### config.mk
export PLATFORM = sky130hd
export DESIGN_NAME = irq_ctl
export DESIGN_NICKNAME = d
export VERILOG_FILES = /design/src/irq_ctl_pkg.sv /design/src/ext_edge_if.sv /design/src/ext_edge_detect.sv /design/src/irq_ctl.sv
export VERILOG_INCLUDE_DIRS = /design/src
export SDC_FILE = /design/constraint.sdc
export NUM_CORES = 1
export LEC_CHECK = 0
export BUFFER_PORTS_ARGS = -buffer_cell sky130_fd_sc_hd__buf_2
export CAP_MARGIN = 5
export CORE_MARGIN = 2
export CORE_UTILIZATION = 43
export CTS_CLUSTER_DIAMETER = 100
export DETAILED_ROUTE_END_ITERATION = 12
export PLACE_DENSITY_LB_ADDON = 0.1
export SLEW_MARGIN = 20
export SYNTH_ARGS = -nofsm -noshare
export SYNTH_HDL_FRONTEND = slang
export SYNTH_SLANG_ARGS = --single-unit
### constraint.sdc
create_clock -name clk -period 1.9 [get_ports clk]
set_clock_uncertainty 0.05 [all_clocks]
set_input_delay 0.095 -clock clk [delete_from_list [all_inputs] [get_ports clk]]
set_output_delay 0.095 -clock clk [all_outputs]
set_load 0.05 [all_outputs]
### src/irq_ctl_params.svh
`ifndef IRQ_CTL_PARAMS_SVH
`define IRQ_CTL_PARAMS_SVH

// register byte addresses
`define ADDR_RISE_EN      16'hFF48
`define ADDR_FALL_EN      16'hFF49
`define ADDR_MASK_A       16'hFFE4
`define ADDR_MASK_B       16'hFFE5
`define ADDR_MASK_C       16'hFFE6
`define ADDR_PRIO_A       16'hFFE8
`define ADDR_PRIO_B       16'hFFE9
`define ADDR_PRIO_C       16'hFFEA
`define ADDR_STATUS_WORD  16'hFF1E

// reset values
`define RST_EDGE_EN       8'h00
`define RST_MASK          8'hFF
`define RST_PRIO          8'hFF
`define RST_STATUS_WORD   8'h02

// field positions
`define SW_IE_BIT         3'h7
`define SW_ISP_BIT        3'h1
`define RISE_EN_LSB       4
`define WDOG_MASK_BIT     3'h0
`define EXT_SRC_BASE      1

// sizes
`define NUM_SRC           24
`define NUM_EXT           4

`endif

### src/irq_ctl_pkg.sv
package irq_ctl_pkg;

  typedef logic [7:0] byte_t;
  typedef logic [4:0] src_idx_t;

  // valid edge choice, encoded {rise_en, fall_en}, both active high
  typedef enum logic [1:0] {
    EDGE_NONE = 2'b00,
    EDGE_FALL = 2'b01,
    EDGE_RISE = 2'b10,
    EDGE_BOTH = 2'b11
  } edge_sel_t;

endpackage

### src/ext_edge_if.sv
`timescale 1ns/1ps
interface ext_edge_if;
  logic [3:0] pin;
  logic [3:0] rise_en;
  logic [3:0] fall_en;
  wire  [3:0] hit;

  modport ctl (output pin, output rise_en, output fall_en, input hit);
  modport det (input pin, input rise_en, input fall_en, output hit);
endinterface

### src/ext_edge_detect.sv
`timescale 1ns/1ps
module ext_edge_detect #(
  parameter int CH = 0
) (
  input wire logic clk,
  input wire logic resetn,
  ext_edge_if.det  eif
);

  logic                  s1_r;
  logic                  s2_r;
  logic                  s3_r;
  logic                  level_r;
  logic                  hit_r;
  irq_ctl_pkg::edge_sel_t sel;
  logic                  qualify;

  ////////////////////////////////////////////////////////////////////////////
  // three-stage synchroniser; only s2 reads s1
  always_ff @(posedge clk or negedge resetn) begin
    if (!resetn) begin
      s1_r <= 1'b0;
      s2_r <= 1'b0;
      s3_r <= 1'b0;
    end else begin
      s1_r <= eif.pin[CH];
      s2_r <= s1_r;
      s3_r <= s2_r;
    end
  end

  ////////////////////////////////////////////////////////////////////////////
  // edge choice from the two enable bits
  always_comb begin
    sel = irq_ctl_pkg::edge_sel_t'({eif.rise_en[CH], eif.fall_en[CH]});
    unique case (sel)
      irq_ctl_pkg::EDGE_NONE: qualify = 1'b0;
      irq_ctl_pkg::EDGE_FALL: qualify = ~s2_r;
      irq_ctl_pkg::EDGE_RISE: qualify = s2_r;
      irq_ctl_pkg::EDGE_BOTH: qualify = 1'b1;
    endcase
  end

  ////////////////////////////////////////////////////////////////////////////
  // accepted level change gives one single-cycle hit
  always_ff @(posedge clk or negedge resetn) begin
    if (!resetn) begin
      level_r <= 1'b0;
      hit_r   <= 1'b0;
    end else if ((s2_r == s3_r) && (s2_r != level_r)) begin
      level_r <= s2_r;
      hit_r   <= qualify;
    end else begin
      hit_r   <= 1'b0;
    end
  end

  assign eif.hit[CH] = hit_r;

endmodule

### src/irq_ctl.sv
`timescale 1ns/1ps
`include "irq_ctl_params.svh"

// What this block does
// - a mask bit of 0 lets its source be serviced, 1 blocks it
// - three byte mask registers at FFE4H-FFE6H take bit or byte writes
// - first two mask registers also take one 16-bit word write
// - reset loads all mask registers with all ones
// - watchdog mask bit reads undefined while watchdog mode 1 runs
// - output level change on a shared port pin sets its request flag
// - priority registers take bit, byte, and combined word writes
// - reset loads all priority registers with all ones
// - rise and fall enable pair picks none, falling, rising or both edges
// - rise enables in bits 7-4 at FF48H, fall enables bits 3-0 at FF49H
// - edge pair n watches port 0 pin n and raises external request n
// - reset clears both edge enable registers
// - status word holds global enable and in-service priority flags
// - status word byte and bit access; enable/disable instructions set flag
// - acknowledge or break pushes status word and clears global enable
// - maskable acknowledge copies source priority into in-service flag
// - return and pop restore status word; push instruction pushes it
// - reset loads status word with 02H
// - request acknowledgeable when flagged and unmasked, taken when enabled
// - priority 0 is high; in-service 0 blocks low-priority requests
// - higher programmed priority wins; ties go to fixed default order
// - request flag clears on acknowledge and on reset
module irq_ctl (
  input  wire logic        clk,
  input  wire logic        resetn,
  input  wire logic [15:0] sfr_addr,
  input  wire logic        sfr_wr,
  input  wire logic        sfr_rd,
  input  wire logic        sfr_word,
  input  wire logic        sfr_bit,
  input  wire logic [2:0]  sfr_bit_idx,
  input  wire logic [15:0] sfr_wdata,
  output logic      [15:0] sfr_rdata,
  input  wire logic        ei_instr,
  input  wire logic        di_instr,
  input  wire logic        brk_instr,
  input  wire logic        return_from_int_instr_instr,
  input  wire logic        return_from_break_instr_instr,
  input  wire logic        pop_psw_instr,
  input  wire logic        push_psw_instr,
  input  wire logic [7:0]  psw_pop_data,
  input  wire logic        irq_ack,
  input  wire logic [23:0] periph_req,
  input  wire logic [3:0]  port0_pin,
  input  wire logic        wdog_mode1,
  output logic             irq_req,
  output logic      [4:0]  irq_src,
  output logic             irq_prio,
  output logic      [7:0]  status_word,
  output logic             psw_push_valid,
  output logic      [7:0]  psw_push_data,
  output logic      [23:0] request_flags
);

  irq_ctl_pkg::byte_t    int_mask_reg_a_r;
  irq_ctl_pkg::byte_t    int_mask_reg_b_r;
  irq_ctl_pkg::byte_t    int_mask_reg_c_r;
  irq_ctl_pkg::byte_t    prio_reg_a_r;
  irq_ctl_pkg::byte_t    prio_reg_b_r;
  irq_ctl_pkg::byte_t    prio_reg_c_r;
  logic [3:0]            rising_edge_enable_r;
  logic [3:0]            falling_edge_enable_r;
  irq_ctl_pkg::byte_t    status_word_r;
  logic [23:0]           request_flag_r;
  logic [23:0]           request_flag_nxt;
  logic [15:0]           sfr_rdata_r;
  logic                  irq_req_r;
  irq_ctl_pkg::src_idx_t irq_src_r;
  logic                  irq_prio_r;
  logic                  psw_push_valid_r;
  irq_ctl_pkg::byte_t    psw_push_data_r;
  irq_ctl_pkg::byte_t    rise_wr;
  irq_ctl_pkg::byte_t    fall_wr;

  // edge enable reset value split into its rise and fall halves
  localparam irq_ctl_pkg::byte_t EDGE_RST = `RST_EDGE_EN;

  logic [23:0]           int_mask_flag;
  logic [23:0]           prio_flag;
  logic [23:0]           ext_set;
  logic [15:0]           addr_hi;
  logic                  ack_ok;
  logic                  enter_isr;
  logic                  pop_any;
  logic                  hit_high;
  logic                  hit_low;
  irq_ctl_pkg::src_idx_t idx_high;
  irq_ctl_pkg::src_idx_t idx_low;
  logic                  irq_req_nxt;
  irq_ctl_pkg::src_idx_t irq_src_nxt;
  logic                  irq_prio_nxt;

  ext_edge_if eif ();

  ////////////////////////////////////////////////////////////////////////////
  // byte lane helpers

  assign addr_hi = sfr_addr + 16'h0001;

  // next value of one byte register after a bit, byte or word write
  function automatic irq_ctl_pkg::byte_t wr_byte(input irq_ctl_pkg::byte_t old_v,
                                                  input logic [15:0]       reg_a);
    irq_ctl_pkg::byte_t res;
    res = old_v;
    if (sfr_wr && (sfr_addr == reg_a)) begin
      if (sfr_bit) begin
        res[sfr_bit_idx] = sfr_wdata[0];
      end else begin
        res = sfr_wdata[7:0];
      end
    end else if (sfr_wr && sfr_word && !sfr_bit && (addr_hi == reg_a)) begin
      res = sfr_wdata[15:8];
    end
    return res;
  endfunction

  // read value of the byte register at one address
  function automatic irq_ctl_pkg::byte_t rd_byte(input logic [15:0] a);
    irq_ctl_pkg::byte_t res;
    res = 8'h00;
    unique case (a)
      `ADDR_RISE_EN:     res = {rising_edge_enable_r, 4'h0};
      `ADDR_FALL_EN:     res = {4'h0, falling_edge_enable_r};
      `ADDR_MASK_A: begin
        res = int_mask_reg_a_r;
        if (wdog_mode1) begin
          res[`WDOG_MASK_BIT] = 1'b0;
        end
      end
      `ADDR_MASK_B:      res = int_mask_reg_b_r;
      `ADDR_MASK_C:      res = int_mask_reg_c_r;
      `ADDR_PRIO_A:      res = prio_reg_a_r;
      `ADDR_PRIO_B:      res = prio_reg_b_r;
      `ADDR_PRIO_C:      res = prio_reg_c_r;
      `ADDR_STATUS_WORD: res = status_word_r;
      default:           res = 8'h00;
    endcase
    return res;
  endfunction

  ////////////////////////////////////////////////////////////////////////////
  // mask registers
  always_ff @(posedge clk or negedge resetn) begin
    if (!resetn) begin
      int_mask_reg_a_r <= `RST_MASK;
      int_mask_reg_b_r <= `RST_MASK;
      int_mask_reg_c_r <= `RST_MASK;
    end else begin
      int_mask_reg_a_r <= wr_byte(int_mask_reg_a_r, `ADDR_MASK_A);
      int_mask_reg_b_r <= wr_byte(int_mask_reg_b_r, `ADDR_MASK_B);
      int_mask_reg_c_r <= wr_byte(int_mask_reg_c_r, `ADDR_MASK_C);
    end
  end

  ////////////////////////////////////////////////////////////////////////////
  // priority registers
  always_ff @(posedge clk or negedge resetn) begin
    if (!resetn) begin
      prio_reg_a_r <= `RST_PRIO;
      prio_reg_b_r <= `RST_PRIO;
      prio_reg_c_r <= `RST_PRIO;
    end else begin
      prio_reg_a_r <= wr_byte(prio_reg_a_r, `ADDR_PRIO_A);
      prio_reg_b_r <= wr_byte(prio_reg_b_r, `ADDR_PRIO_B);
      prio_reg_c_r <= wr_byte(prio_reg_c_r, `ADDR_PRIO_C);
    end
  end

  ////////////////////////////////////////////////////////////////////////////
  // edge enable byte images after a write, stored bits picked below
  always_comb begin
    rise_wr = wr_byte({rising_edge_enable_r, 4'h0}, `ADDR_RISE_EN);
    fall_wr = wr_byte({4'h0, falling_edge_enable_r}, `ADDR_FALL_EN);
  end

  // edge enable registers; unused bits are not stored
  always_ff @(posedge clk or negedge resetn) begin
    if (!resetn) begin
      rising_edge_enable_r  <= EDGE_RST[7:4];
      falling_edge_enable_r <= EDGE_RST[3:0];
    end else begin
      rising_edge_enable_r  <= rise_wr[7:4];
      falling_edge_enable_r <= fall_wr[3:0];
    end
  end

  ////////////////////////////////////////////////////////////////////////////
  // flags by source, same bit order as the request flags
  assign int_mask_flag = {int_mask_reg_c_r, int_mask_reg_b_r, int_mask_reg_a_r};
  assign prio_flag     = {prio_reg_c_r, prio_reg_b_r, prio_reg_a_r};

  ////////////////////////////////////////////////////////////////////////////
  // external pin edge detection, one detector per pin
  assign eif.pin     = port0_pin;
  assign eif.rise_en = rising_edge_enable_r;
  assign eif.fall_en = falling_edge_enable_r;

  genvar gi;
  generate
    for (gi = 0; gi < `NUM_EXT; gi++) begin : g_ext
      ext_edge_detect #(
        .CH (gi)
      ) u_det (
        .clk    (clk),
        .resetn (resetn),
        .eif    (eif)
      );
    end
  endgenerate

  // external request n lands on source bit base+n
  assign ext_set = {20'h00000, eif.hit} << `EXT_SRC_BASE;

  ////////////////////////////////////////////////////////////////////////////
  // acknowledge handshake qualifiers
  assign ack_ok    = irq_ack & irq_req_r;
  assign enter_isr = ack_ok | brk_instr;
  assign pop_any   = return_from_int_instr_instr | return_from_break_instr_instr | pop_psw_instr;

  ////////////////////////////////////////////////////////////////////////////
  // request flags: a new request wins over the acknowledge clear
  always_comb begin
    request_flag_nxt = request_flag_r;
    if (ack_ok) begin
      request_flag_nxt[irq_src_r] = 1'b0;
    end
    request_flag_nxt = request_flag_nxt | periph_req | ext_set;
  end

  always_ff @(posedge clk or negedge resetn) begin
    if (!resetn) begin
      request_flag_r <= 24'h000000;
    end else begin
      request_flag_r <= request_flag_nxt;
    end
  end

  ////////////////////////////////////////////////////////////////////////////
  // status word: hardware events over software access
  always_ff @(posedge clk or negedge resetn) begin
    if (!resetn) begin
      status_word_r <= `RST_STATUS_WORD;
    end else if (enter_isr) begin
      status_word_r[`SW_IE_BIT] <= 1'b0;
      if (ack_ok) begin
        status_word_r[`SW_ISP_BIT] <= irq_prio_r;
      end
    end else if (pop_any) begin
      status_word_r <= psw_pop_data;
    end else if (ei_instr) begin
      status_word_r[`SW_IE_BIT] <= 1'b1;
    end else if (di_instr) begin
      status_word_r[`SW_IE_BIT] <= 1'b0;
    end else begin
      status_word_r <= wr_byte(status_word_r, `ADDR_STATUS_WORD);
    end
  end

  ////////////////////////////////////////////////////////////////////////////
  // stack push of the status word as it stood before the event
  always_ff @(posedge clk or negedge resetn) begin
    if (!resetn) begin
      psw_push_valid_r <= 1'b0;
      psw_push_data_r  <= 8'h00;
    end else begin
      psw_push_valid_r <= enter_isr | push_psw_instr;
      if (enter_isr || push_psw_instr) begin
        psw_push_data_r <= status_word_r;
      end
    end
  end

  ////////////////////////////////////////////////////////////////////////////
  // arbitration: lowest index is the highest default priority
  always_comb begin
    hit_high = 1'b0;
    hit_low  = 1'b0;
    idx_high = 5'h00;
    idx_low  = 5'h00;
    for (int i = `NUM_SRC - 1; i >= 0; i--) begin
      if (request_flag_r[i] && !int_mask_flag[i]) begin
        if (!prio_flag[i]) begin
          hit_high = 1'b1;
          idx_high = 5'(i);
        end else begin
          hit_low = 1'b1;
          idx_low = 5'(i);
        end
      end
    end
  end

  always_comb begin
    irq_src_nxt  = idx_low;
    irq_prio_nxt = 1'b1;
    irq_req_nxt  = 1'b0;
    if (hit_high) begin
      irq_src_nxt  = idx_high;
      irq_prio_nxt = 1'b0;
      irq_req_nxt  = 1'b1;
    end else if (hit_low && status_word_r[`SW_ISP_BIT]) begin
      irq_req_nxt  = 1'b1;
    end
    // global enable gates, and a taken request drops at once
    irq_req_nxt = irq_req_nxt & status_word_r[`SW_IE_BIT] & ~enter_isr;
  end

  always_ff @(posedge clk or negedge resetn) begin
    if (!resetn) begin
      irq_req_r  <= 1'b0;
      irq_src_r  <= 5'h00;
      irq_prio_r <= 1'b1;
    end else begin
      irq_req_r  <= irq_req_nxt;
      irq_src_r  <= irq_src_nxt;
      irq_prio_r <= irq_prio_nxt;
    end
  end

  ////////////////////////////////////////////////////////////////////////////
  // register read port, answered one cycle after the read strobe
  always_ff @(posedge clk or negedge resetn) begin
    if (!resetn) begin
      sfr_rdata_r <= 16'h0000;
    end else if (sfr_rd) begin
      if (sfr_word) begin
        sfr_rdata_r <= {rd_byte(addr_hi), rd_byte(sfr_addr)};
      end else begin
        sfr_rdata_r <= {8'h00, rd_byte(sfr_addr)};
      end
    end
  end

  ////////////////////////////////////////////////////////////////////////////
  // outputs
  assign sfr_rdata      = sfr_rdata_r;
  assign irq_req        = irq_req_r;
  assign irq_src        = irq_src_r;
  assign irq_prio       = irq_prio_r;
  assign status_word    = status_word_r;
  assign psw_push_valid = psw_push_valid_r;
  assign psw_push_data  = psw_push_data_r;
  assign request_flags  = request_flag_r;

endmodule

**Yosys cells after proc, flatten, opt, wreduce, memory -nomap -nowiden**

Cells that the tools add are included.
Widths: inputs -> output; s select.

- Reductions and logical operators: 94
- Muxes and demuxes: 257
- Equality and inequality tests: 43
- $lt $le $gt $ge: 4
- Add/sub/neg operators: 1
- Bitwise logic cells: 16

Operators by type and width:

| cell | number |
|---|---|
| $mux 5 | 97 |
| $eq 16x16->1 const B | 18 |
| $mux 8 | 25 |
| $pmux 8 s9 | 2 |
| $mux 1 | 111 |
| $bwmux 8 | 9 |
| $logic_and 1x1->1 | 51 |
| $logic_not 1->1 | 25 |
| $and 24x24->24 | 1 |
| $mux 24 | 1 |
| $not 24->24 | 1 |
| $or 24x24->24 | 1 |
| $or 24x5->24 | 1 |
| $add 16x1->16 const B | 1 |
| $eq 2x2->1 const B | 8 |
| $mux 16 | 1 |
| $pmux 1 s4 | 4 |
| $reduce_bool 2->1 | 8 |
| $mux 7 | 2 |
| $mux 4 | 3 |
| $eq 2x1->1 const B | 4 |
| $logic_not 2->1 | 4 |
| $reduce_and 4->1 | 2 |
| $lt 5x6->1 const B | 1 |
| 17 further kinds | 34 |

- Flip-flop bits (word level): 140

**Depth between registers and ports, before layout**

- Depth after elaboration: 54
- Gate-level depth with buffers: 9
- Mapped depth without buffers: 6

**Worst setup path after synthesis**

Ideal clock, no wire load.

- Kind: flip-flop to flip-flop
- Start: register request_flag_r[22], in the netlist request_flags[22]
- End: register irq_src_r[1], in the netlist irq_src[1]
- Slack: -0.296 ns
- Buffers on the path: 0
- Arrival time: 2.045 ns
- Stages on the path, launching flop included: 7
- Period minus slack after synthesis: 2.196 ns
- Path through: dfrtp_1 or3b_2 a211oi_1 o2111a_1 a211oi_1 o31a_1 o32ai_1

- Cells in the longest elaborated chain, start to end: 47
- Elaborated cells on any way between the ends: 137
- Classes of those cells: mux (136); reduce/logical (1)

Ends and longest elaborated chain:

| item | RTL line | text |
|---|---|---|
| start: declaration | irq_ctl.sv:68 | `logic [23:0] request_flag_r;` |
| start signal: assignment | irq_ctl.sv:238 | `request_flag_r <= request_flag_nxt;` |
| $logic_and 1x1->1 (*) | irq_ctl.sv:285 | `if (request_flag_r[i] && !int_mask_flag[i]) begin` |
| $mux 5 or $mux 1 (tied branches) | irq_ctl.sv:285 |  |
| $mux 5 or $mux 1 (tied branches) | irq_ctl.sv:286 | `if (!prio_flag[i]) begin` |
| $mux 5 or $mux 1 (tied branches) | irq_ctl.sv:285 |  |
| $mux 5 or $mux 1 (tied branches) | irq_ctl.sv:286 |  |
| $mux 5 or $mux 1 (tied branches) | irq_ctl.sv:285 |  |
| $mux 5 or $mux 1 (tied branches) | irq_ctl.sv:286 |  |
| $mux 5 or $mux 1 (tied branches) | irq_ctl.sv:285 |  |
| [32 not listed] | n/a |  |
| $mux 5 or $mux 1 (tied branches) | irq_ctl.sv:286 |  |
| $mux 5 or $mux 1 (tied branches) | irq_ctl.sv:285 |  |
| $mux 5 or $mux 1 (tied branches) | irq_ctl.sv:286 |  |
| $mux 5 or $mux 1 (tied branches) | irq_ctl.sv:285 |  |
| $mux 5 or $mux 1 (tied branches) | irq_ctl.sv:286 |  |
| $mux 5 or $mux 1 (tied branches) | irq_ctl.sv:285 |  |
| $mux 5 (*) | irq_ctl.sv:301 | `if (hit_high) begin` |
| net irq_src_nxt[1] | irq_ctl.sv:94 | `irq_ctl_pkg::src_idx_t irq_src_nxt;` |
| end signal: assignment | irq_ctl.sv:319 | `irq_src_r <= irq_src_nxt;` |
| end: declaration | irq_ctl.sv:72 | `irq_ctl_pkg::src_idx_t irq_src_r;` |

Mark *: on every way through the listed nets, which the timed path passes. The rest lies on a longest branch.
A chain may end at the register's enable or synchronous reset.

**Worst setup path in the final report**

- Start: register int_mask_reg_b_r[3]
- End: register irq_src_r[4], in the netlist irq_src[4]

- Cells in the longest elaborated chain, start to end: 26
- Elaborated cells on any way between the ends: 72
- Classes of those cells: mux (70); reduce/logical (2)

Ends and longest elaborated chain:

| item | RTL line | text |
|---|---|---|
| start: declaration | irq_ctl.sv:60 | `irq_ctl_pkg::byte_t int_mask_reg_b_r;` |
| start signal: assignment | irq_ctl.sv:150 | `` int_mask_reg_b_r <= `RST_MASK; `` |
| start signal: assignment | irq_ctl.sv:154 | `` int_mask_reg_b_r <= wr_byte(int_mask_reg_b_r, `ADDR_MASK_B); `` |
| $logic_not 1->1 (*) | irq_ctl.sv:285 |  |
| $logic_and 1x1->1 (*) | irq_ctl.sv:285 |  |
| $mux 5 or $mux 1 (tied branches) | irq_ctl.sv:285 |  |
| $mux 5 or $mux 1 (tied branches) | irq_ctl.sv:286 |  |
| $mux 5 or $mux 1 (tied branches) | irq_ctl.sv:285 |  |
| $mux 5 or $mux 1 (tied branches) | irq_ctl.sv:286 |  |
| $mux 5 or $mux 1 (tied branches) | irq_ctl.sv:285 |  |
| $mux 5 or $mux 1 (tied branches) | irq_ctl.sv:286 |  |
| [11 not listed] | n/a |  |
| $mux 5 or $mux 1 (tied branches) | irq_ctl.sv:286 |  |
| $mux 5 or $mux 1 (tied branches) | irq_ctl.sv:285 |  |
| $mux 5 or $mux 1 (tied branches) | irq_ctl.sv:286 |  |
| $mux 5 or $mux 1 (tied branches) | irq_ctl.sv:285 |  |
| $mux 5 or $mux 1 (tied branches) | irq_ctl.sv:286 |  |
| $mux 5 or $mux 1 (tied branches) | irq_ctl.sv:285 |  |
| $mux 5 (*) | irq_ctl.sv:301 |  |
| net irq_src_nxt[4] | irq_ctl.sv:94 |  |

Marked as above.

==> impl_metrics.tcl <==
set metrics [dict create \
    wl_mm 43.6 \
    slew_headroom_pct 28.8 \
    synth_top_cells_by_count "nand2_1, nor2_1, dfrtp_1, nand3_1" \
    end_kind "register" \
    clockRootBuffer "clkbuf_16" \
    die-area_um2 23300 \
    track_usage_pct 37.0 \
    cp_max_fo 2 \
    grt_overflow 0 \
    firstDrtPassIters 7 \
    num_vias 11100 \
    irDropWorstVdd_uv 459 \
    finalCritPeriodShare_pct 105 \
    start_util_pct 43.6 \
    rr_startpoint "int_mask_reg_b_r[3]" \
    crit_type "register to register" \
    cts_max_level 4 \
    ys.flop_type "dfrtp_1" \
    cap_violations 0 \
    drive_gt1_share_pct 38.4 \
    hpwlAfterDp_mm 32.8 \
    fp.dieH_um 153 \
    die_w_um 153 \
    outcome "finished with violations" \
    synth_seq_cells 140 \
    violations "setup timing" \
    postLayoutCoreUtil_pct 62.9 \
    r2r_slack_ns -0.1 \
    post-synth-top-count-cell "nand2_1" \
    first_iter_violations 1379 \
    yosysTopAreaCell "dfrtp_1" \
    start_kind "register" \
    rr_endpoint "irq_src[4]" \
    finalCriticalPeriod_ns 2.00 \
    layout.nets 1594 \
    crit_required_ns 2.19 \
    design_area_um2 13700 \
    power_density_nw_per_um2 587 \
    async_reset_ff_share_pct 100 \
    drc 0 \
    p_leak_nw 6.04 \
    synth_area_um2 9490 \
    yosys_warnings 0 \
    final-setup-viol-count 5 \
    area_delta_synth_final_pct 44.3 \
    min_path_type "primary input to register" \
    avgSynthCellArea_um2 8.59 \
    viasPerCell 6.14 \
    hold_viol 0 \
    worst_slew_pin_slew_ns 1.07 \
    drv_slew 0 \
    dp.cells 1721 \
    clk_latency_ns 0.43 \
    fin_cells 1802 \
    seq_area_frac_synth_pct 37.6 \
    reg2reg_depth 7 \
    placed_cell_area_um2 12400 \
    grt_pass1_vias 10600 \
    synth_cell_types 74 \
    grt_pass1_wl_mm 64.7 \
    rows 54 \
    max_freq_ghz 0.500 \
    place.port_buffers 149 \
    syn-num-nets 1191 \
    core_area_um2 21800 \
    antenna_found_initial 2 \
    cts_tree "done" \
    cp.arrival_ns 2.29 \
    fin_ws_ns -0.0997 \
    place.gp.congestion 1.01 \
    cts_buffer_depth 2 \
    wire_per_inst_um 24.2 \
    cts.clk_slew.worst_paths_ns 0.07 \
    synth.area.top_cells "dfrtp_1, dfstp_2, nand2_1" \
    numCtsBuffers 17 \
    clock_sinks 140 \
    synth_edf_count 0 \
    critPathLaunch "int_mask_reg_b_r[3]" \
    grt_max_degree 50 \
    rsz0062_at_grt "true" \
    syn_inst 1105 \
    crit_end "irq_src[4]" \
    final_antenna_net_count 0 \
    synth_top_area_share_pct 23.7 \
    pin_count 150 \
]
==> cells in the final DEF, fill, tap and decap left out, types with 38 or more instances in the layout <==
master,netlist,final
a21oi_1,51,50
buf_2,14,148
buf_4,1,255
dfrtp_1,90,81
dfstp_2,50,50
dlygate4sd3_1,0,38
mux2i_1,48,48
nand2_1,129,128
nand3_1,78,77
nor2_1,97,95
o211ai_1,38,38
==> per-layer routing <==
| layer | share of wire (%) | routed length, um | GRT usage (%) |
|---|---|---|---|
| met3 | 9.9 | 4310 | 8.11 |
| met5 | 0.037 | 16 | 0 |
| met1 | 42 | 18500 | 52.6 |
| met2 | 43 | 18900 | 54.9 |
| met4 | 4.3 | 1880 | 15.1 |
==> where the power goes <==
group          internal (mW)  switching [mW]  leakage, nW
clock                   1.96            1.51        0.280
sequential              3.09           0.106         1.55
combinational          0.478           0.887         4.21
==> flip-flops by register name (all words and copies together) (netlist names), 4 cells and up <==
name,count
int_mask_reg_a_r,8
eif.fall_en,4
prio_reg_c_r,8
irq_src,5
status_word,8
g_ext.u_det.s3_r,4
request_flags,24
eif.rise_en,4
g_ext.u_det.s2_r,4
sfr_rdata,16
g_ext.u_det.level_r,4
g_ext.u_det.hit_r,4
int_mask_reg_c_r,8
prio_reg_a_r,8
g_ext.u_det.s1_r,4
int_mask_reg_b_r,8
prio_reg_b_r,8
psw_push_data,8
==> cell families (layout without fill, tap and decap cells) <==
| logic type | count (synthesis) | in the layout | synth area share (%) |
|---|---|---|---|
| AO/OA/AOI/OAI | 281 | 281 | 21.4 |
| XOR/XNOR | 1 | 1 | 0.171 |
| adder cells (fa/ha/maj) | 4 | 4 | 0.422 |
| buffers and inverters | 85 | 501 | 3.68 |
| flip-flops | 140 | 140 | 37.6 |
| multiplexers | 63 | 63 | 6.84 |
| other | 0 | 1 | 0 |
| AND/OR/NAND/NOR | 531 | 531 | 29.9 |
==> stage by stage <==
step	hold WS [ns]	setup WS (ns)	setup TNS, ns	power (mW)
global route	0.0351	-0.152	-0.615	8.29
finish	0.0302	-0.0997	-0.306	8.04
detailed placement	-0.0145	-0.255	-8.46	4.52
CTS	0.000926	-0.0820	-0.196	8.05
floorplan	-0.251	-0.0585	-0.153	3.88
global placement	-0.0127	-0.252	-7.40	4.51
==> what timing repair did <==
action | 4_1_cts | 5_1_grt
gates cloned | 0 | 0
endpoints found under the hold margin | 154 | 1
hold buffers | 37 | 1
setup endpoints to repair | 6 | 15
buffers inserted | 9 | 3
resized for setup | 19 | 21
pin swaps | 13 | 10
==> worst max-delay path, stage by stage (launching register included) <==
cell and delay, ns:
dfstp_2 0.59, nand3b_1 0.15, nand4_1 0.19, or3_4 0.40
buf_6 0.14, nor4_4 0.13, a21oi_1 0.10, nor3_1 0.16
==> final cells by class <==
class	count	area, um2
tap	280	350
clock inverter	14	160
clock buffer	18	429
fill	1916	8060
sequential	140	3580
inverter	13	48.8
multi-input combinational	880	5820
timing repair buffer	456	3300
antenna	1	2.50
==> worst min-delay path by stage <==
| stage | startpoint | to | slack, ns | cells after the start |
|---|---|---|---|---|
| after floorplan | resetn | eif.fall_en[0] | -0.25 | 0 |
| after global placement | resetn | psw_push_data[3] | -0.01 | 1 |
| after detailed placement | resetn | psw_push_data[3] | -0.01 | 1 |
| after CTS | sfr_wdata[8] | prio_reg_b_r[0] | 0.0009 | 3 |
| after global routing | sfr_word | sfr_rdata[10] | 0.04 | 3 |
| final | sfr_word | sfr_rdata[10] | 0.03 | 3 |
No activity file was read; power rests on OpenSTA's default activity.
